File: config.mk
export PLATFORM = sky130hd
export DESIGN_NAME = spc_counter_windows
export DESIGN_NICKNAME = d
export VERILOG_FILES = /design/src/rtl/spc_pkg.sv /design/src/rtl/spc_counter_windows.sv
export SDC_FILE = /design/constraint.sdc
export NUM_CORES = 1
export LEC_CHECK = 0
export BUFFER_PORTS_ARGS = -buffer_cell sky130_fd_sc_hd__buf_2
export CAP_MARGIN = 20
export CORE_ASPECT_RATIO = 1.75
export CORE_MARGIN = 2
export CORE_UTILIZATION = 46
export CTS_CLUSTER_DIAMETER = 60
export DETAILED_ROUTE_END_ITERATION = 10
export PLACE_DENSITY = 0.66
export SYNTH_ARGS = -nofsm -noshare
export SYNTH_HDL_FRONTEND = slang
export SYNTH_SLANG_ARGS = --single-unit
export TNS_END_PERCENT = 10
File: constraint.sdc
create_clock -name sys_clk -period 3.6 [get_ports sys_clk]
set_input_delay 0.72 -clock sys_clk [delete_from_list [all_inputs] [get_ports sys_clk]]
set_output_delay 0.72 -clock sys_clk [all_outputs]
set_load 0.005 [all_outputs]
File: src/rtl/spc_pkg.sv
package spc_pkg;

   // --------------------------------------------------------------
   // Sizes
   // --------------------------------------------------------------
   localparam int unsigned NUM_CNT = 5;
   localparam int unsigned CNT_W = 20;
   // Counter indices, also the bit positions in clear and overflow.
   localparam int unsigned IDX_B1 = 0;
   localparam int unsigned IDX_B2 = 1;
   localparam int unsigned IDX_B3 = 2;
   localparam int unsigned IDX_LFAR = 3;
   localparam int unsigned IDX_PFAR = 4;
   // A one marks a 20-bit counter, a zero a 16-bit one.
   localparam logic [4:0] WIDE_SEL = 5'h0a;
   localparam logic [19:0] MAX_WIDE = 20'hfffff;
   localparam logic [19:0] MAX_NARROW = 20'h0ffff;
   localparam logic [1:0] LAST_WIDE = 2'h2;
   localparam logic [1:0] LAST_NARROW = 2'h1;

   // --------------------------------------------------------------
   // Register offsets
   // --------------------------------------------------------------
   localparam logic [7:0] ADDR_INT_CAUSE = 8'h06;
   localparam logic [7:0] ADDR_INT_MASK = 8'h07;
   localparam logic [7:0] ADDR_RDI_MASK = 8'h0c;
   localparam logic [7:0] ADDR_WIN_BASE = 8'h0d;
   localparam logic [7:0] ADDR_RD_PTR = 8'h19;
   localparam logic [7:0] ADDR_SAMPLE = 8'h1b;
   localparam logic [7:0] ADDR_CLEAR = 8'h1c;
   localparam logic [7:0] ADDR_OVFL = 8'h20;

   // --------------------------------------------------------------
   // Field positions and reset values
   // --------------------------------------------------------------
   localparam int unsigned INT_OVFL_BIT = 1;
   localparam int unsigned RDI_LINE_BIT = 1;
   localparam int unsigned RDI_PATH_BIT = 0;
   localparam int unsigned SAMPLE_BIT = 0;
   localparam logic [1:0] RDI_MASK_RST = 2'h0;
   localparam logic INT_MASK_RST = 1'b0;

   // Error events, one-cycle pulses from the overhead monitors.
   typedef struct packed {
      logic path_far;
      logic line_far;
      logic b3;
      logic b2;
      logic b1;
   } spc_evt_t;

endpackage

File: src/rtl/spc_counter_windows.sv
`timescale 1ns/10ps
`default_nettype none

module spc_counter_windows (
   input wire logic sys_clk, // 25 MHz clock.
   input wire logic nrst, // Asynchronous reset, active low.
   input wire logic [7:0] reg_addr, // Register address.
   input wire logic [7:0] reg_wdata, // Write data.
   input wire logic reg_wr, // Write strobe.
   input wire logic reg_rd, // Read strobe.
   output logic [7:0] reg_rdata, // Read data, cycle after strobe.
   input wire spc_pkg::spc_evt_t err_evt, // Error event pulses.
   input wire logic line_rdi_req, // Internal line RDI request.
   input wire logic path_rdi_req, // Internal path RDI request.
   output logic line_remote_defect_tx_gate, // Line RDI sent.
   output logic path_remote_defect_tx_gate, // Path RDI sent.
   output logic irq // Level interrupt.
);

   // --------------------------------------------------------------
   // Address decode
   // --------------------------------------------------------------
   logic wr_rdi, wr_cause, wr_imask, wr_ovf, do_sample;
   logic [4:0] do_clear;
   logic [4:0] win_rd;
   wire logic [4:0] ev;
   wire logic [4:0] ovf_hit;
   wire logic [7:0] win_byte [spc_pkg::NUM_CNT];
   wire logic [1:0] ptr_val [spc_pkg::NUM_CNT];

   assign ev = err_evt;

   // Strobes for each register; windows sit at consecutive offsets.
   always_comb
   begin
      wr_rdi = reg_wr && (reg_addr == spc_pkg::ADDR_RDI_MASK);
      wr_cause = reg_wr && (reg_addr == spc_pkg::ADDR_INT_CAUSE);
      wr_imask = reg_wr && (reg_addr == spc_pkg::ADDR_INT_MASK);
      wr_ovf = reg_wr && (reg_addr == spc_pkg::ADDR_OVFL);
      do_sample = reg_wr && (reg_addr == spc_pkg::ADDR_SAMPLE)
                  && reg_wdata[spc_pkg::SAMPLE_BIT];
      do_clear = 5'h00;
      if (reg_wr && (reg_addr == spc_pkg::ADDR_CLEAR))
      begin
         do_clear = reg_wdata[4:0];
      end
      for (int k = 0; k < spc_pkg::NUM_CNT; k++)
      begin
         win_rd[k] = reg_rd && (reg_addr == spc_pkg::ADDR_WIN_BASE + 8'(k));
      end
   end

   // --------------------------------------------------------------
   // Counters, snapshots and window pointers
   // --------------------------------------------------------------
   for (genvar i = 0; i < spc_pkg::NUM_CNT; i++)
   begin : g_cnt
      localparam logic [19:0] MAX = spc_pkg::WIDE_SEL[i] ?
         spc_pkg::MAX_WIDE : spc_pkg::MAX_NARROW;
      localparam logic [1:0] LAST = spc_pkg::WIDE_SEL[i] ?
         spc_pkg::LAST_WIDE : spc_pkg::LAST_NARROW;
      logic [19:0] cnt_q, cnt_d, snap_q, snap_d;
      logic [1:0] ptr_q, ptr_d;
      logic [7:0] part;

      // Next counter, snapshot and pointer values.
      always_comb
      begin
         cnt_d = cnt_q;
         snap_d = snap_q;
         ptr_d = ptr_q;
         if (do_sample)
         begin
            snap_d = cnt_q;
            cnt_d = 20'h00000;
         end
         if (do_clear[i])
         begin
            cnt_d = 20'h00000;
         end
         if (ev[i])
         begin
            cnt_d = (cnt_d == MAX) ? 20'h00000 : cnt_d + 20'h00001;
         end
         if (win_rd[i])
         begin
            ptr_d = (ptr_q == LAST) ? 2'h0 : ptr_q + 2'h1;
         end
      end

      // Byte chosen by the pointer as it stands before the read.
      always_comb
      begin
         case (ptr_q)
            2'h0: part = snap_q[7:0];
            2'h1: part = snap_q[15:8];
            default: part = {4'h0, snap_q[19:16]};
         endcase
      end

      // Counter state registers.
      always_ff @(posedge sys_clk or negedge nrst)
      begin
         if (!nrst)
         begin
            cnt_q <= 20'h00000;
            snap_q <= 20'h00000;
            ptr_q <= 2'h0;
         end
         else
         begin
            cnt_q <= cnt_d;
            snap_q <= snap_d;
            ptr_q <= ptr_d;
         end
      end

      assign ovf_hit[i] = ev[i] && (cnt_d == MAX);
      assign win_byte[i] = part;
      assign ptr_val[i] = ptr_q;
   end

   // --------------------------------------------------------------
   // Control, interrupt and read-back registers
   // --------------------------------------------------------------
   logic [1:0] rdi_mask_q, rdi_mask_d;
   logic int_mask_q, int_mask_d, cause_q, cause_d;
   logic [4:0] ovf_q, ovf_d;
   logic [7:0] rdata_q, rdata_d;
   logic irq_q, irq_d, lgate_q, lgate_d, pgate_q, pgate_d;

   // Next control state; a set always wins over a write-one clear.
   always_comb
   begin
      rdi_mask_d = rdi_mask_q;
      int_mask_d = int_mask_q;
      if (wr_rdi)
      begin
         rdi_mask_d = reg_wdata[1:0];
      end
      if (wr_imask)
      begin
         int_mask_d = reg_wdata[spc_pkg::INT_OVFL_BIT];
      end
      ovf_d = (ovf_q & ~(wr_ovf ? reg_wdata[4:0] : 5'h00)) | ovf_hit;
      cause_d = (cause_q && !(wr_cause && reg_wdata[spc_pkg::INT_OVFL_BIT]))
                || (|ovf_hit);
      irq_d = cause_d && int_mask_d;
      lgate_d = line_rdi_req && rdi_mask_q[spc_pkg::RDI_LINE_BIT];
      pgate_d = path_rdi_req && rdi_mask_q[spc_pkg::RDI_PATH_BIT];
      rdata_d = 8'h00;
      if (reg_rd)
      begin
         if (reg_addr == spc_pkg::ADDR_INT_CAUSE)
         begin
            rdata_d[spc_pkg::INT_OVFL_BIT] = cause_q;
         end
         else if (reg_addr == spc_pkg::ADDR_INT_MASK)
         begin
            rdata_d[spc_pkg::INT_OVFL_BIT] = int_mask_q;
         end
         else if (reg_addr == spc_pkg::ADDR_RDI_MASK)
         begin
            rdata_d = {6'h00, rdi_mask_q};
         end
         else if (reg_addr == spc_pkg::ADDR_RD_PTR)
         begin
            rdata_d = {1'b0, ptr_val[4][0], ptr_val[3], ptr_val[2][0],
                       ptr_val[1], ptr_val[0][0]};
         end
         else if (reg_addr == spc_pkg::ADDR_OVFL)
         begin
            rdata_d = {3'h0, ovf_q};
         end
         else
         begin
            for (int k = 0; k < spc_pkg::NUM_CNT; k++)
            begin
               if (win_rd[k])
               begin
                  rdata_d = win_byte[k];
               end
            end
         end
      end
   end

   // Control state registers.
   always_ff @(posedge sys_clk or negedge nrst)
   begin
      if (!nrst)
      begin
         rdi_mask_q <= spc_pkg::RDI_MASK_RST;
         int_mask_q <= spc_pkg::INT_MASK_RST;
         cause_q <= 1'b0;
         ovf_q <= 5'h00;
         rdata_q <= 8'h00;
         irq_q <= 1'b0;
         lgate_q <= 1'b0;
         pgate_q <= 1'b0;
      end
      else
      begin
         rdi_mask_q <= rdi_mask_d;
         int_mask_q <= int_mask_d;
         cause_q <= cause_d;
         ovf_q <= ovf_d;
         rdata_q <= rdata_d;
         irq_q <= irq_d;
         lgate_q <= lgate_d;
         pgate_q <= pgate_d;
      end
   end

   assign reg_rdata = rdata_q;
   assign irq = irq_q;
   assign line_remote_defect_tx_gate = lgate_q;
   assign path_remote_defect_tx_gate = pgate_q;
endmodule // spc_counter_windows

`default_nettype wire

# Word level (Yosys, flattened, before mapping)
# Cells that the tools add are included.
[op_classes]
reduce_logical = 30
add_sub_neg = 10
n_bitwise = 3
mux = 48
eq_ne = 29
[op_table]
columns = ["op", "n"]
rows = [
  ["20-bit two-way mux", 20],
  ["20-bit by 16-bit == test with 1-bit output (second input constant)", 6],
  ["20-bit by 1-bit adder with 20-bit output (second input constant)", 5],
  ["20-bit == test (second input constant)", 4],
  ["8-bit case mux with 2 select lines", 5],
  ["8-bit two-way mux", 9],
  ["8-bit by 5-bit == test with 1-bit output (second input constant)", 5],
  ["8-bit by 4-bit == test with 1-bit output (second input constant)", 4],
  ["1-bit logical AND", 22],
  ["8-bit by 3-bit == test with 1-bit output (second input constant)", 2],
  ["6-bit two-way mux", 2],
  ["2-bit by 1-bit adder with 2-bit output (second input constant)", 5],
  ["2-bit by 1-bit == test with 1-bit output (second input constant)", 5],
  ["2-bit logical NOT", 5],
  ["2-bit two-way mux", 5],
  ["5-bit two-way mux", 2],
  ["8-bit by 6-bit == test with 1-bit output (second input constant)", 1],
  ["5-bit AND", 1],
  ["1-bit two-way mux", 5],
  ["5-bit inverter", 1],
  ["5-bit OR", 1],
  ["5-bit OR reduction", 1],
  ["2-bit == test (second input constant)", 2],
  ["1-bit logical NOT", 1],
  ["1-bit logical OR", 1],
]
[word_totals]
elab_cells = 143
output_inout_bits = 11
in_bits = 27
register_bits = 230

# Depth between registers and ports, before layout
# Gate-level depths: netlist of the first run.
[logic_depth]
depth_word = 13
ltp_mapped = 17
mapped_depth_nobuf = 14

# Least setup slack after synthesis of the first run
# Ideal clock, no wire load.
[synth_path]
path_kind = "input-to-reg"
startpoint = "in reg_addr[2]"
endpoint = "reg irq_q, in the netlist irq"
t_arrival_ns = 3.858
n_path_buf = 5
t_required_ns = 3.518
path_stages = 16
slack_ns = -0.340
setup_ns = 0.082
path_cell_list = "buf_4 > and4b_1 > buf_6 > o2111a_1 > buf_2 > buf_2 > nor2b_1 > ha_1 > and2_1 > clkbuf_1 > nand3_1 > or3_1 > a31o_1 > nor4_1 > nor4_2 > a31oi_1"
[synth_between]
elab_chain_len = 13
word_cells_on_any_way = 57
cone_classes = "add/sub: 5; eq/ne: 14; mux: 22; reduce/logical: 16"
[synth_lines]
columns = ["item", "line", "source"]
rows = [
  ["start, declared", "spc_counter_windows.sv:7", "input wire logic [7:0] reg_addr,"],
  ["8-bit by 5-bit == test with 1-bit output", "spc_counter_windows.sv:40", "do_sample = reg_wr && (reg_addr == spc_pkg::ADDR_SAMPLE)"],
  ["1-bit logical AND", "spc_counter_windows.sv:40", ""],
  ["1-bit logical AND", "spc_counter_windows.sv:41", "&& reg_wdata[spc_pkg::SAMPLE_BIT];"],
  ["20-bit two-way mux", "spc_counter_windows.sv:72", "if (do_sample)"],
  ["20-bit two-way mux *", "spc_counter_windows.sv:77", "if (do_clear[i])"],
  ["20-bit by 1-bit adder with 20-bit output or 20-bit by 16-bit == test with 1-bit output (tied branches)", "spc_counter_windows.sv:83", "cnt_d = (cnt_d == MAX) ? 20'h00000 : cnt_d + 20'h00001;"],
  ["20-bit two-way mux", "spc_counter_windows.sv:83", ""],
  ["20-bit two-way mux *", "spc_counter_windows.sv:81", "if (ev[i])"],
  ["via g_cnt[4].cnt_d[16]", "spc_counter_windows.sv:62", "logic [19:0] cnt_q, cnt_d, snap_q, snap_d;"],
  ["20-bit by 16-bit == test with 1-bit output *", "spc_counter_windows.sv:118", "assign ovf_hit[i] = ev[i] && (cnt_d == MAX);"],
  ["1-bit logical AND *", "spc_counter_windows.sv:118", ""],
  ["5-bit OR reduction *", "spc_counter_windows.sv:147", "|| (|ovf_hit);"],
  ["1-bit logical OR *", "spc_counter_windows.sv:147", ""],
  ["1-bit logical AND *", "spc_counter_windows.sv:148", "irq_d = cause_d && int_mask_d;"],
  ["via irq_d", "spc_counter_windows.sv:130", "logic irq_q, irq_d, lgate_q, lgate_d, pgate_q, pgate_d;"],
  ["end signal, assigned", "spc_counter_windows.sv:209", "irq_q <= irq_d;"],
  ["end, declared", "spc_counter_windows.sv:130", ""],
]
# Mark *: on every way through the listed nets, which the timed path passes. The rest lies on a longest branch.
# A chain may end at the register's enable or synchronous reset.

# Worst setup path in the final report of the first run
[layout_path]
startpoint = "in reg_addr[5]"
endpoint = "reg irq_q, in the netlist irq"
[layout_between]
elab_chain_len = 13
word_cells_on_any_way = 57
cone_classes = "add/sub: 5; eq/ne: 14; mux: 22; reduce/logical: 16"
[layout_lines]
columns = ["item", "line"]
rows = [
  ["8-bit by 5-bit == test with 1-bit output", "spc_counter_windows.sv:40"],
  ["1-bit logical AND", "spc_counter_windows.sv:40"],
  ["1-bit logical AND", "spc_counter_windows.sv:41"],
  ["20-bit two-way mux", "spc_counter_windows.sv:72"],
  ["20-bit two-way mux", "spc_counter_windows.sv:77"],
  ["20-bit by 1-bit adder with 20-bit output (tied with other cells)", "spc_counter_windows.sv:83"],
  ["20-bit two-way mux", "spc_counter_windows.sv:83"],
  ["20-bit two-way mux", "spc_counter_windows.sv:81"],
  ["20-bit by 16-bit == test with 1-bit output or 20-bit == test (tied branches)", "spc_counter_windows.sv:118"],
  ["1-bit logical AND", "spc_counter_windows.sv:118"],
  ["5-bit OR reduction", "spc_counter_windows.sv:147"],
  ["1-bit logical OR", "spc_counter_windows.sv:147"],
  ["1-bit logical AND *", "spc_counter_windows.sv:148"],
  ["via irq_d", "spc_counter_windows.sv:130"],
]
# Marked as above.

==> out/qor.csv, run 1 <==
metric,value,unit
Tightest Pin Transition,0.6682,ns
DIE AREA,0.02795,mm²
vias in the first global route,10121,
Die Span Y,219.7,µm
Final Cycle Share,95.74,%
share of layout cells above drive strength 1,21.78,%
setup TNS,0,ns
I/O Buffers,34,
layout overhead on the synthesized area,16.62,%
clock-pin slew on the worst setup and hold paths,0.07,ns
library cells used by synthesis,77,
fin crit period,3.447,ns
fin nets,1361,
CP Capture Type,flop,
row count,79,
TritonCTS clock tree,done,
slack of the worst reg-to-reg path,0.74,ns
Chip Width,127.2,µm
final setup fails,0,
Post-DP HPWL,24380,µm
vias per std cell,5.939,
Final ANT Viol Nets,0,
Cell Pwr Density,485.6,mW/mm²
VDD IR max,381.2,µV
gr usage total,23.92,%
Iter 0 DRT Violations,653,
CTS Root Cell,clkbuf_16,
Pleak,6.463,nW
total power,6.923,mW
top cell type's share of synthesized area,47.08,%
worst r2r path cells,9,
DRT Wirelength,32910,µm
synth top area cells,"dfrtp_1, mux2_2, nand2_1",
Worst EP required,4.04,ns
GPL Wtd Cong,0.9587,
number of remaining DRC errors,0,
largest net degree at the start of global routing,113,
antenna violations before repair,4,
Pre-Repair DR Iteration Count,6,
status,completed,
Ports,38,
H-tree depth,1,
"area leader, netlist",dfrtp_1,
worst hold path type,input port to async pin,
cts hold-fix bufs,0,
most frequent cell after synthesis,dfrtp_1,
Starting Density,46.32,%
worst-skew pair later-pin latency,0.52,ns
fmax,0.2901,GHz
final hold viol count,0,
predominant post-synthesis flop cell,dfrtp_1,
Slew HR,54.85,%
Crit Reg-Reg Startpoint,g_cnt[1].cnt_q[5],
RSZ-0062 raised after global routing,false,
first-pass GRT wire length,53040,µm
via count,9918,
FF-to-FF End,irq,
clk_skew,0.01040,ns
DR WL/cell,19.71,µm
total CTS buffers,23,
"EDFF count, synth",0,
Post-synth ARST share,100.0,%
Syn Area/Cell,9.851,µm²
CP Launch Type,input port,
Congestion Overflow GR,0,
Setup CP Type,input port to flop,
# clock sinks,230,
final max-slew violation count,0,
CTS Buffer Depth,3,
Yosys warnings,0,
CORE AREA,0.02639,mm²
mapped cell area,0.01223,mm²
Syn Nets,1273,
Crit path arrival time,3.89,ns
register area share after synthesis,47.08,%
#FFs+latches synth,230,
max-cap viol count,0,
Post-Synthesis Cells,1241,
synth cell count leaders,"dfrtp_1, nand2_1, nor2_1, mux2_2, o21ai_0",
Worst setup startpoint,reg_addr[5],
fillcell total,2305,
CP Max Fanout,3,
==> report_power, final <==
part,switching [mW],internal [mW]
Sequential,0.346,2.76
Combinational,0.531,0.439
Clock,1.06,1.78
==> registers in the layout, summed over array words and instances (netlist names) <==
name / count
path_remote_defect_tx_gate: 1
g_cnt.snap_q: 100
line_remote_defect_tx_gate: 1
g_cnt.ptr_q: 10
int_mask_q: 1
g_cnt.cnt_q: 100
reg_rdata: 8
ovf_q: 5
irq: 1
cause_q: 1
rdi_mask_q: 2
==> critical path: stages <==
cell,delay [ns]
buf_2,0.11
or4b_4,0.57
nor2_1,0.25
nand2b_4,0.11
nand2_1,0.11
inv_1,0.06
ha_2,0.32
nand4_1,0.09
or4b_1,0.47
a211oi_1,0.22
nand3_1,0.11
or4b_4,0.58
a31oi_1,0.18
==> timing repair <==
action	4_1_cts	5_1_grt
gates resized for setup	0	6
buffers inserted	0	2
endpoints found under the setup margin	0	2
==> how the worst max path moves through the flow <==
stage          end  slack (ns)  cells after the start
2_1_floorplan  irq       0.003                     16
3_3_place_gp   irq       -0.40                     19
3_5_place_dp   irq       -0.39                     13
4_1_cts        irq        0.17                     13
5_1_grt        irq       0.005                     18
6_report       irq        0.15                     13
==> layout make-up <==
type                       count  area (µm²)  share of cell area (%)
multi-input combinational    916        6155                   43.17
sequential                   230        5756                   40.37
timing repair buffer         132       953.4                   6.687
clock buffer                  27       600.6                   4.212
tap                          324       405.4                   2.843
clock inverter                14       287.8                   2.018
inverter                      26       97.59                  0.6845
antenna                        1       2.502                 0.01755
==> logic make-up (layout without fill, tap and decap cells) <==
logic type      after synthesis  after routing  share of synthesized area [%]
fa+ha+maj                     5              5                         0.5117
mux                         136            136                          12.08
flops                       230            230                          47.08
compound gates              191            191                          10.28
buf+inv                      95            199                          3.203
other cells                   0              1                              0
xor+xnor                     73             73                          5.230
simple gates                511            511                          21.63
==> routing by layer <==
| layer | GRT usage, % | share of wire [%] |
|---|---|---|
| met2 | 43.89 | 52 |
| met3 | 3.083 | 4.3 |
| met1 | 26.57 | 38 |
| met5 | 0 | 0.11 |
| met4 | 13.15 | 5.6 |
==> per-stage QoR <==
step	setup slack (ns)	hold WS, ns	cell area [µm²]	util, %	cells
after floorplan	0.003153	0.4244	12290	-	1241
after global placement	-0.4040	0.4601	13330	50.50	1626
after detailed placement	-0.3861	0.4609	13330	50.50	1626
after CTS	0.1657	0.04688	14220	53.87	1667
after global routing	0.004633	0.06229	14260	54.02	1670
final	0.1535	0.05260	14260	54.02	1670
==> cells in the final DEF, fill, tap and decap left out, types with 5 or more instances in the layout <==
cell       netlist  layout
mux2_2          91      91
inv_1           26      26
nor2_1         117     117
nand4_1         37      37
o31ai_1          6       6
mux2i_1         44      44
o2111a_1         5       5
nor4_2           3       5
or3_1           11      11
nand3_1         51      50
and4_1          11      11
a31oi_1         11      11
dfrtp_1        230     230
a21o_1           6       6
o22ai_1          7       7
bufinv_16        0       8
o21a_1           6       6
nand2_1        129     128
and2_1          17      17
buf_2           13      33
a21oi_1         36      35
buf_4            1      95
nand2b_1         8       7
clkbuf_16        0      23
nand3b_1         6       6
nor4_1          19      17
o21ai_1          7       7
xor2_1          38      38
and3_1          20      20
xnor2_1         35      35
nor3_1          43      42
o21ai_0         58      58
(Power assumes the default switching activity.)
==> inputs of run 2 (changes only) <==
--- a/config.mk
+++ b/config.mk
@@ -9,10 +9,10 @@
 export CAP_MARGIN = 20
 export CORE_ASPECT_RATIO = 1.75
 export CORE_MARGIN = 2
-export CORE_UTILIZATION = 46
+export CORE_UTILIZATION = 40
 export CTS_CLUSTER_DIAMETER = 60
 export DETAILED_ROUTE_END_ITERATION = 10
-export PLACE_DENSITY = 0.66
+export PLACE_DENSITY = 0.59
 export SYNTH_ARGS = -nofsm -noshare
 export SYNTH_HDL_FRONTEND = slang
 export SYNTH_SLANG_ARGS = --single-unit
==> run 2 against run 1 <==
Sequential power hardly changed. Die area is 15% higher. Worst hold slack better by 0.12 ns. Critical path type unchanged. Flip-flop and latch count stayed put. Highest routed layer unchanged. First-iteration DRC count is 31% lower. Cell count is 4.1% higher. Largest power group unchanged. Count of clock-buffer cells in the layout is 5 higher. Largest cell class unchanged.
==> out/qor.csv, run 2 (synthesis results as in run 1) <==
metric,value,unit
status,completed,
worst-skew pair later-pin latency,0.54,ns
I/O Buffers,34,
total power,6.839,mW
vias per std cell,5.626,
Final ANT Viol Nets,0,
CP Capture Type,flop,
Int Power,4.893,mW
max-cap viol count,0,
Slew HR,54.83,%
DR WL/cell,19.34,µm
slack of the worst reg-to-reg path,0.77,ns
Final Cycle Share,95.54,%
largest net degree at the start of global routing,113,
clock-pin slew on the worst setup and hold paths,0.07,ns
worst hold path type,input port to async pin,
DIE AREA,0.03203,mm²
final max-slew violation count,0,
fmax,0.2907,GHz
CTS Root Cell,clkbuf_16,
Crit Reg-Reg Startpoint,g_cnt[1].cnt_q[5],
fin nets,1366,
Congestion Overflow GR,0,
first-pass GRT wire length,54290,µm
worst r2r path cells,9,
clock network power share,40.3,%
Ports,38,
Post-DP HPWL,25080,µm
post-route non-filler standard cell count,1738,
final hold viol count,0,
via count,9778,
layout overhead on the synthesized area,17.50,%
Tightest Pin Transition,0.6776,ns
most frequent cells in the layout,"dfrtp_1, nand2_1, nor2_1",
Antenna Cells,0,
vias in the first global route,10027,
CP Launch Type,input port,
number of remaining DRC errors,0,
final setup fails,0,
clk_skew,0.01746,ns
DRT Wirelength,33610,µm
Worst setup startpoint,reg_addr[5],
Net Sw Frac,28.45,%
Chip Width,136.2,µm
net load switching power,1.946,mW
Pre-Repair DR Iteration Count,5,
GPL Wtd Cong,0.8908,
Die Span Y,235.3,µm
Logic pwr share,14.0,%
TritonCTS clock tree,done,
Largest regs,"g_cnt.cnt_q (100), g_cnt.snap_q (100), g_cnt.ptr_q (10)",
Starting Density,40.67,%
# clock sinks,230,
gr usage total,21.46,%
share of layout cells above drive strength 1,22.21,%
row count,84,
Setup CP Type,input port to flop,
FF-to-FF End,irq,
Cell Pwr Density,476.1,mW/mm²
Pleak,6.463,nW
total CTS buffers,24,
Iter 0 DRT Violations,453,
Worst EP required,4.06,ns
Reg power frac,45.7,%
CTS Buffer Depth,3,
"most common cell after layout, fill and taps aside",dfrtp_1,
H-tree depth,1,
Finished Core Util,47.79,%
antenna violations before repair,4,
fin crit period,3.439,ns
RSZ-0062 raised after global routing,false,
DP Cell Count,1695,
Crit path arrival time,3.90,ns
CORE AREA,0.03006,mm²
CP Max Fanout,4,
Hold WS,0.1712,ns
VDD IR max,348.7,µV
run 2: cell types whose count changed in the layout (fill, tap and decap cells not counted), moves of 2 or more:
cell       previous run  this run
nor4_1               17        15
nor3_2                3         5
clkinv_2              0         3
bufinv_16             8         5
clkbuf_16            23        25
nor4_2                5         7
buf_4                95        98
clkbuf_8              1         3
run 2: repair_timing:
item,4_1_cts,5_1_grt
setup endpoints to repair,0,3
gates resized for setup,0,6
buffers inserted,0,0
hold buffers,0,0
run 2: power by group through the flow:
stage | Combinational, mW | Sequential, mW | Clock (mW)
final | 0.957 | 3.12 | 2.76
after global routing | 1.07 | 3.16 | 2.91
after CTS | 0.962 | 3.12 | 2.82
after detailed placement | 0.955 | 3.17 | 0
after global placement | 0.934 | 3.17 | 0
after floorplan | 0.719 | 2.95 | 0
run 2: layer usage:
layer  GRT usage [%]  wire [µm]
met1           24.22      12840
met2           38.97      17770
met3           2.756       1193
met4           10.61       1766
met5               0         46
run 2: worst max path at each step:
stage          endpoint  cells past startpoint
5_1_grt             irq                     16
3_3_place_gp        irq                     15
6_report            irq                     13
2_1_floorplan       irq                     16
4_1_cts             irq                     15
3_5_place_dp        irq                     15
run 2: critical path, cell delays in order:
cell	delay, ns
buf_2	0.10
or4b_4	0.57
nor2_2	0.20
nand2b_4	0.12
nand2_1	0.11
inv_1	0.05
ha_2	0.32
nand4_1	0.09
or4b_1	0.47
a211oi_1	0.25
nand3_1	0.12
or4b_4	0.58
a31oi_1	0.19
run 2: through the flow:
| stage | worst slack, ns | area (µm²) | setup TNS [ns] |
|---|---|---|---|
| 4_1_cts | 0.1372 | 14330 | 0 |
| 3_3_place_gp | -0.4415 | 13460 | -1.687 |
| 5_1_grt | 0.006727 | 14370 | 0 |
| 2_1_floorplan | 0.003153 | 12290 | 0 |
| 6_report | 0.1605 | 14370 | 0 |
| 3_5_place_dp | -0.4223 | 13460 | -1.694 |
run 2: cell type report:
cell class	count	area, µm²
multi-input combinational	916	6162
timing repair buffer	136	996.0
tap	387	484.2
inverter	26	97.59
fill	2895	15690
sequential	230	5756
clock buffer	32	681.9
clock inverter	11	187.7
